### src/rtl/qbs_params.svh
// timing counts, tap weights and wavelet tables of the baseband shaper
`ifndef QBS_PARAMS_SVH
`define QBS_PARAMS_SVH
`define QBS_SPS        3'h6       // wavelet samples per symbol
`define QBS_PH_I       3'h0       // sample slot where the in-phase bit is taken
`define QBS_PH_Q       3'h3       // sample slot where the quadrature bit is taken
`define QBS_WAV_ONE    10'h100    // full scale amplitude, 1.0 in q1.8
`define QBS_TR0        10'h0f7    // cos ramp magnitude, samples 0 and 5
`define QBS_TR1        10'h0b5    // cos ramp magnitude, samples 1 and 4
`define QBS_TR2        10'h042    // cos ramp magnitude, samples 2 and 3
`define QBS_G0         10'h0bb    // cross term sqrt(1-a^2 cos^2), samples 0 and 5
`define QBS_G1         10'h0de    // cross term, samples 1 and 4
`define QBS_G2         10'h0fc    // cross term, samples 2 and 3
`define QBS_FB_INNER   18'h0000a  // second stage inner weight, 10/16
`define QBS_FB_OUTER   18'h00003  // second stage outer weight, magnitude 3/16
`define QBS_FIR_SHIFT  6          // 1/4 of first stage times 1/16 of second
`define QBS_CIC_N      4          // integrator-comb stage count
`define QBS_BUF_DEPTH  2'h2       // entries of the sample buffer
`endif

### src/rtl/qbs_pkg.sv
// types shared by the quadrature baseband shaper
`default_nettype none
package qbs_pkg;
  // one filtered sample pair, both channels in lockstep
  typedef struct packed {
    logic signed [11:0] i;
    logic signed [11:0] q;
  } qbs_iq_t;
endpackage
`default_nettype wire

### src/rtl/qbs_shaper.sv
// differential encoder, wavelet generator, shaping filter and cic interpolator
`timescale 1ns/1ps
`default_nettype none
`include "qbs_params.svh"
module qbs_shaper #(
  parameter int CIC_W = 28  // integrator width, must hold 12 bits plus cic gain
) (
  input  wire logic            mclk_i,       // 20 MHz sample clock
  input  wire logic            rstn_i,       // asynchronous reset, active low
  input  wire logic            ce_i,         // clock enable, freezes all state while low
  input  wire logic            bit_i,        // randomized nrz-l data bit
  input  wire logic            bit_valid_i,  // bit_i holds a bit
  output logic                 bit_ready_o,  // shaper can take a bit this cycle, taken when bit_valid_i is high
  input  wire logic [1:0]      rate_sel_i,   // interpolation ratio 2 << rate_sel_i
  output qbs_pkg::qbs_iq_t     sample_o,     // interpolated i/q pair to the d/a pair
  output logic                 sample_valid_o, // sample_o holds a new pair
  input  wire logic            sample_ready_i  // d/a side accepts sample_o
);
  // integrator width must cover 12 input bits plus the largest cic gain
  if (CIC_W < 26 || CIC_W > 40) begin : g_bad_width
    $error("CIC_W out of range");
  end

  ////////////////////////////////////////////////////////////////////////
  // front end: sample slot, encoder and wavelets
  logic [2:0]  s;                 // sample slot in the in-phase symbol, 0..5
  logic        i_cur, i_prev;     // current and previous in-phase symbol
  logic        q_cur, q_prev;     // current and previous quadrature symbol
  logic        next_i_cur, next_q_cur;
  logic        next_i_prev, next_q_prev; // symbol pair spanned by this slot's wavelet
  logic        take_slot;         // a bit is due in this slot
  logic        buf_full;          // sample buffer cannot take a pair
  logic        adv;               // front end moves one sample
  logic [2:0]  q_ph;              // slot inside the quadrature symbol

  assign take_slot   = (s == `QBS_PH_I) || (s == `QBS_PH_Q);
  // back-pressure from the buffer stalls the bit intake as well
  assign bit_ready_o = ce_i && !buf_full && take_slot;
  assign adv         = ce_i && !buf_full && (!take_slot || bit_valid_i);
  assign q_ph        = (s >= `QBS_PH_Q) ? s - `QBS_PH_Q : s + `QBS_PH_Q;

  // encoder: always applied, there is no bypass mode
  always_comb begin
    next_i_cur = i_cur;
    next_q_cur = q_cur;
    // at a boundary slot the stored symbol becomes the old one, so the first
    // sample of a transition already sees the right pair
    next_i_prev = (s == `QBS_PH_I) ? i_cur : i_prev;
    next_q_prev = (s == `QBS_PH_Q) ? q_cur : q_prev;
    if (s == `QBS_PH_I) next_i_cur = bit_i ^ ~q_cur;
    if (s == `QBS_PH_Q) next_q_cur = bit_i ^ i_cur;
  end

  // slot counter, six samples per symbol
  always_ff @(posedge mclk_i or negedge rstn_i) begin
    if (!rstn_i) begin
      s <= 3'h0;
    end else if (adv) begin
      s <= (s == `QBS_SPS - 3'h1) ? 3'h0 : s + 3'h1;
    end
  end

  // symbol history; the quadrature update sits three slots later
  always_ff @(posedge mclk_i or negedge rstn_i) begin
    if (!rstn_i) begin
      i_cur  <= 1'b0;
      i_prev <= 1'b0;
      q_cur  <= 1'b0;
      q_prev <= 1'b0;
    end else if (adv) begin
      if (s == `QBS_PH_I) begin
        i_prev <= i_cur;
        i_cur  <= next_i_cur;
      end
      if (s == `QBS_PH_Q) begin
        q_prev <= q_cur;
        q_cur  <= next_q_cur;
      end
    end
  end

  // wavelet sample: own transition ramps between signs, a steady symbol is
  // scaled down while the other channel is in transition (cross term)
  function automatic logic signed [9:0] wav(input logic prv, input logic cur,
                                            input logic [2:0] ph, input logic oprv,
                                            input logic ocur, input logic [2:0] oph);
    logic [9:0] mag;
    logic [2:0] k;
    mag = `QBS_WAV_ONE;
    k   = (ph > 3'h2) ? 3'h5 - ph : ph;
    if (prv != cur) begin
      // ramp magnitude, old sign for the first half, new sign for the second
      mag = (k == 3'h0) ? `QBS_TR0 : (k == 3'h1) ? `QBS_TR1 : `QBS_TR2;
      return ((ph < 3'h3) ^ cur) ? $signed(mag) : -$signed(mag);
    end
    if (oprv != ocur) begin
      k   = (oph > 3'h2) ? 3'h5 - oph : oph;
      mag = (k == 3'h0) ? `QBS_G0 : (k == 3'h1) ? `QBS_G1 : `QBS_G2;
    end
    return cur ? $signed(mag) : -$signed(mag);
  endfunction

  ////////////////////////////////////////////////////////////////////////
  // shaping filter, one lane per channel
  logic signed [9:0]  wv   [2][3];  // wavelet history per channel
  logic signed [11:0] sa   [2][3];  // first stage outputs, delayed
  logic signed [11:0] sa_n [2];     // first stage output now
  logic signed [17:0] acc  [2];     // second stage sum, scaled by 64
  logic signed [11:0] fir  [2];     // filtered sample

  genvar ch;
  generate
    for (ch = 0; ch < 2; ch++) begin : g_lane
      // first stage: three equal quarter weights, scale kept for later
      assign sa_n[ch] = 12'(wv[ch][0]) + 12'(wv[ch][1]) + 12'(wv[ch][2]);
      // second stage: -3/16, 10/16, 10/16, -3/16; combined taps mirror
      assign acc[ch] = (18'(sa[ch][0]) + 18'(sa[ch][1])) * $signed(`QBS_FB_INNER)
                     - (18'(sa_n[ch]) + 18'(sa[ch][2])) * $signed(`QBS_FB_OUTER);
      assign fir[ch] = acc[ch][`QBS_FIR_SHIFT +: 12];

      // both lanes shift on the same advance, keeping i and q aligned
      always_ff @(posedge mclk_i or negedge rstn_i) begin
        if (!rstn_i) begin
          wv[ch] <= '{default: 10'h000};
          sa[ch] <= '{default: 12'h000};
        end else if (adv) begin
          wv[ch][2] <= wv[ch][1];
          wv[ch][1] <= wv[ch][0];
          wv[ch][0] <= (ch == 0) ? wav(next_i_prev, next_i_cur, s, next_q_prev, next_q_cur, q_ph)
                                 : wav(next_q_prev, next_q_cur, q_ph, next_i_prev, next_i_cur, s);
          sa[ch][2] <= sa[ch][1];
          sa[ch][1] <= sa[ch][0];
          sa[ch][0] <= sa_n[ch];
        end
      end
    end
  endgenerate

  ////////////////////////////////////////////////////////////////////////
  // two-entry buffer between filter and interpolator
  qbs_pkg::qbs_iq_t buf_mem [2];   // stored pairs
  logic             wp, rp;        // write and read pointers
  logic [1:0]       cnt;           // occupancy
  logic             pop;           // interpolator takes a pair
  logic             buf_valid;     // a pair waits

  assign buf_full  = (cnt == `QBS_BUF_DEPTH);
  assign buf_valid = (cnt != 2'h0);

  // pointers and count; push and pop may meet in one cycle
  always_ff @(posedge mclk_i or negedge rstn_i) begin
    if (!rstn_i) begin
      wp  <= 1'b0;
      rp  <= 1'b0;
      cnt <= 2'h0;
    end else begin
      if (adv) wp <= ~wp;
      if (pop) rp <= ~rp;
      cnt <= cnt + {1'b0, adv} - {1'b0, pop};
    end
  end

  // storage; holds no control state so it needs no reset
  always_ff @(posedge mclk_i) begin
    if (adv) buf_mem[wp] <= '{i: fir[0], q: fir[1]};
  end

  ////////////////////////////////////////////////////////////////////////
  // cic interpolator: combs at input rate, integrators at output rate
  logic [4:0]              ratio;      // interpolation ratio
  logic [3:0]              shift;      // gain removal, 3 * log2(ratio)
  logic [4:0]              ph;         // output phase inside one input sample
  logic                    step;       // one output sample produced
  logic signed [CIC_W-1:0] cx  [2][`QBS_CIC_N+1];
  logic signed [CIC_W-1:0] cd  [2][`QBS_CIC_N];
  logic signed [CIC_W-1:0] itg [2][`QBS_CIC_N];
  logic signed [CIC_W-1:0] shv [2];

  assign ratio = 5'h02 << rate_sel_i;
  assign shift = 4'h3 * ({2'h0, rate_sel_i} + 4'h1);
  assign step  = ce_i && (!sample_valid_o || sample_ready_i) && (ph != 5'h00 || buf_valid);
  assign pop   = step && (ph == 5'h00);

  // output phase counter
  always_ff @(posedge mclk_i or negedge rstn_i) begin
    if (!rstn_i) begin
      ph <= 5'h00;
    end else if (step) begin
      ph <= (ph >= ratio - 5'h01) ? 5'h00 : ph + 5'h01;
    end
  end

  genvar c, k;
  generate
    for (c = 0; c < 2; c++) begin : g_cic
      assign cx[c][0] = (c == 0) ? CIC_W'(buf_mem[rp].i) : CIC_W'(buf_mem[rp].q);
      for (k = 0; k < `QBS_CIC_N; k++) begin : g_stage
        assign cx[c][k+1] = cx[c][k] - cd[c][k];
        // comb delay of one input sample, integrators on every output
        always_ff @(posedge mclk_i or negedge rstn_i) begin
          if (!rstn_i) begin
            cd[c][k]  <= '0;
            itg[c][k] <= '0;
          end else if (step) begin
            if (pop) cd[c][k] <= cx[c][k];
            if (k == 0) itg[c][k] <= itg[c][k] + (pop ? cx[c][`QBS_CIC_N] : '0);
            else        itg[c][k] <= itg[c][k] + itg[c][k > 0 ? k-1 : 0];
          end
        end
      end
      assign shv[c] = itg[c][`QBS_CIC_N-1] >>> shift;
    end
  endgenerate

  // registered output pair; holds while the d/a side stalls
  always_ff @(posedge mclk_i or negedge rstn_i) begin
    if (!rstn_i) begin
      sample_o       <= '0;
      sample_valid_o <= 1'b0;
    end else if (ce_i) begin
      if (step) begin
        sample_o       <= '{i: shv[0][11:0], q: shv[1][11:0]};
        sample_valid_o <= 1'b1;
      end else if (sample_ready_i) begin
        sample_valid_o <= 1'b0;
      end
    end
  end
endmodule
`default_nettype wire

### config.mk
export PLATFORM = sky130hd
export DESIGN_NAME = qbs_shaper
export DESIGN_NICKNAME = d
export VERILOG_FILES = /design/src/rtl/qbs_pkg.sv /design/src/rtl/qbs_shaper.sv
export VERILOG_INCLUDE_DIRS = /design/src /design/src/rtl
export SDC_FILE = /design/constraint.sdc
export NUM_CORES = 2
export LEC_CHECK = 0
export CAP_MARGIN = 20
export CORE_ASPECT_RATIO = 0.75
export CORE_MARGIN = 8
export CORE_UTILIZATION = 30
export DETAILED_ROUTE_END_ITERATION = 8
export DONT_BUFFER_PORTS = 1
export SKIP_LAST_GASP = 1
export SYNTH_ARGS = -nofsm -noshare
export SYNTH_HDL_FRONTEND = slang
export SYNTH_SLANG_ARGS = --single-unit
### constraint.sdc
create_clock -name mclk_i -period 21.1 [get_ports mclk_i]
set_input_delay 2.11 -clock mclk_i [delete_from_list [all_inputs] [get_ports mclk_i]]
set_output_delay 2.11 -clock mclk_i [all_outputs]
set_load 0.02 [all_outputs]
==> flow_summary.json <==
{
  "status": "finished, violations left",
  "failing_checks": "max-slew violations",
  "unrepaired_setup_endpoints_after_global_routing": "false",
  "layout_worst_path_cycle_share_pct": 45.5,
  "final_core_util_pct": 33.1,
  "finish.instance_area_um2": 49700,
  "syn_avg_cell_area_um2": 8.68,
  "detailedRoute.firstIterationViolations": 2028,
  "fin_skew_ns": 0.0527,
  "path_class": "flop to flop",
  "timing.critical_path.fanout_max": 9,
  "port_buffers": 0,
  "wl_per_cell_um": 13.7,
  "die-width_um": 465,
  "worst-endpoint-arrival_ns": 10.13,
  "worstMarginPinSlew_ns": 2.66,
  "routed_via_count": 35300,
  "initial_utilization_pct": 30.2,
  "post_synthesis_sequential_element_count": 569,
  "clk_pin_slew_worst_paths_ns": 0.06,
  "finalNonFillerCells": 7205,
  "post_cts.resized_instances": 0,
  "hold_path_class": "flop to flop",
  "synth_async_sr_flop_share_pct": 91.6,
  "slowest_delay_ns": 0.59,
  "die_h_um": 353,
  "placed_cell_area_um2": 47500,
  "grt_overflow": 0,
  "critical-path-top-cell-by-count": "a21oi_1",
  "post_drt_via_cell_ratio": 4.90,
  "worstReg2RegStart": "rp",
  "setup_bufs_post_cts": 0,
  "clock_sinks": 569,
  "drt_wl_total_um": 98700,
  "ant_nets": 0,
  "ys_top_cells_by_count": "nand2_1 (865), ha_1 (539), dfrtp_1 (521)",
  "ios": 34,
  "timing.slew.headroom_pct": -77.4,
  "grt_pass1_wl_um": 168000,
  "yosysMostFrequentCell": "nand2_1",
  "holdCritStartpoint": "itg[26]",
  "synth.top_cell.area_share_pct": 28.7,
  "post-place-cells": 7085,
  "rows": 123,
  "dr.pass1.iters": 5,
  "gp_congestion": 0.832,
  "layout-drive-gt1-share_pct": 5.50,
  "grt_pass1_vias": 33600,
  "timing.final.setup_violations": 0,
  "number_of_warning_messages_in_the_yosys_log": 0,
  "overall_fraction_of_global_route_tracks_in_use_pct": 11.8,
  "ys.flop_type": "dfrtp_1",
  "flow.area_growth_from_synthesis_pct": 9.60,
  "synth_area_leader_cell": "dfrtp_1",
  "gate_count_after_technology_mapping": 5230,
  "grt_start_max_net_pins": 522,
  "startpoint_type": "flop",
  "cts_made_buffers": 66,
  "nNetsFinal": 5766,
  "ctsHoldBuffers": 0,
  "htree_num_levels": 3,
  "reg2reg_slack_ns": 11.50,
  "final_max_slew_viol_count": 441,
  "clock_tree.buffer_depth": 3,
  "synth_sequential_area_ratio_pct": 31.9,
  "synth.net_count": 5841,
  "synth_edf_count": 48,
  "report.final.hold_viol_count": 0,
  "worst_skew_pair.late_latency_ns": 0.67,
  "end_kind": "flop",
  "post-dp-hpwl_um": 72600,
  "final.setup.tns_ns": 0,
  "fmax_mhz": 104,
  "floorplan.die_area_um2": 164000,
  "cts-root-buf": "clkbuf_16",
  "cts_tree": "done",
  "worstSetupStartpoint": "rp",
  "synth.top_cells.by_area": "dfrtp_1 (29%), ha_1 (15%), nand2_1 (7.2%), o21ai_0 (5.6%), xnor2_1 (4.5%)",
  "worst_ep_required_time_ns": 21.63,
  "synthesis.area_um2": 45400,
  "yosys.cell_types.count": 83,
  "antenna_found_initial": 1,
  "period_minus_slack_ns": 9.60,
  "route.detailed.drc": 0,
  "timing.max_cap.violations": 0,
  "placeableCoreArea_um2": 150000,
  "slowest_stage_cell_cp": "nor3_1"
}
sequential cells by signal (all words and copies together), names as in the netlist, 2 cells and up:
name / cells
wv: 60
itg: 216
cnt: 2
s: 3
sample_o: 24
sa: 72
cd: 132
buf_mem: 48
ph: 5
cells by family (layout without fill, tap and decap cells):
logic type	after synthesis	count (layout)	synth area share (%)
flops	569	569	31.9
fa+ha+maj	603	603	17.7
xor+xnor	369	369	7.18
mux	121	121	4.36
buf+inv	555	529	4.64
other cells	0	1	0
compound gates	1363	1363	18.4
simple gates	1650	1650	15.8
layer usage:
metal	track usage, %	routed length [um]	vias up
met5	0	0	-
met4	2.50	1780	0
met3	1.88	3690	129
met2	17.7	40800	436
met1	17.7	52500	16500
li1	-	-	18200
worst paths after layout:
| check | to | cells after the start |
|---|---|---|
| worst min-delay path | itg[26] | 1 |
| max in group asynchronous | sa[60] | 0 |
| min in group asynchronous | sample_o[23] | 0 |
| worst max register to register | itg[222] | 39 |
| worst max-delay path | itg[222] | 39 |
| worst min register to register | itg[26] | 1 |
through the flow:
step | hold slack, ns | worst slack [ns]
2_1_floorplan | 0.437 | 12.27
3_3_place_gp | 0.460 | 11.39
4_1_cts | 0.473 | 11.31
3_5_place_dp | 0.465 | 11.33
6_report | 0.473 | 11.50
5_1_grt | 0.493 | 10.65
layout by cell type, fill, tap and decap left out, drive strengths merged, types with 18 or more instances in the layout:
| master | instances |
|---|---|
| a21boi | 36 |
| ha | 539 |
| o41ai | 20 |
| a211oi | 34 |
| mux2 | 52 |
| o211ai | 26 |
| nand4 | 18 |
| dfrtp | 521 |
| and3 | 22 |
| clkinv | 23 |
| nand2b | 50 |
| nor2b | 61 |
| o21ai | 515 |
| edfxtp | 48 |
| o21bai | 51 |
| xor2 | 133 |
| clkbuf | 83 |
| o21a | 53 |
| o31ai | 45 |
| nor3 | 102 |
| inv | 393 |
| fa | 64 |
| nand2 | 865 |
| nand3 | 68 |
| buf | 22 |
| nor2 | 342 |
| a21oi | 307 |
| xnor2 | 234 |
| or3 | 34 |
| mux4 | 56 |
| and2 | 18 |
| a31oi | 29 |
| a21o | 140 |
layout make-up:
type	count	area, um^2
sequential	569	14500
timing repair buffer	22	198
clock inverter	34	403
tap	2000	2500
antenna	1	2.50
multi-input combinational	4106	28900
clock buffer	83	1810
fill	15400	100000
inverter	390	1470
critical path: cells and delay by family, from the launching register on:
kind | cells | cell delay (ns)
AOI/OAI and AO/OA | 19 | 4.00
xor gates and xnor gates | 4 | 0.58
adders and majority gates | 6 | 1.99
buffers and inverters | 2 | 0.11
DFF | 1 | 0.56
muxes | 1 | 0.31
and+or+nand+nor | 7 | 1.94
Power is not shown: default switching activity piles up to over one toggle a cycle in this logic, so the estimate is an artifact.
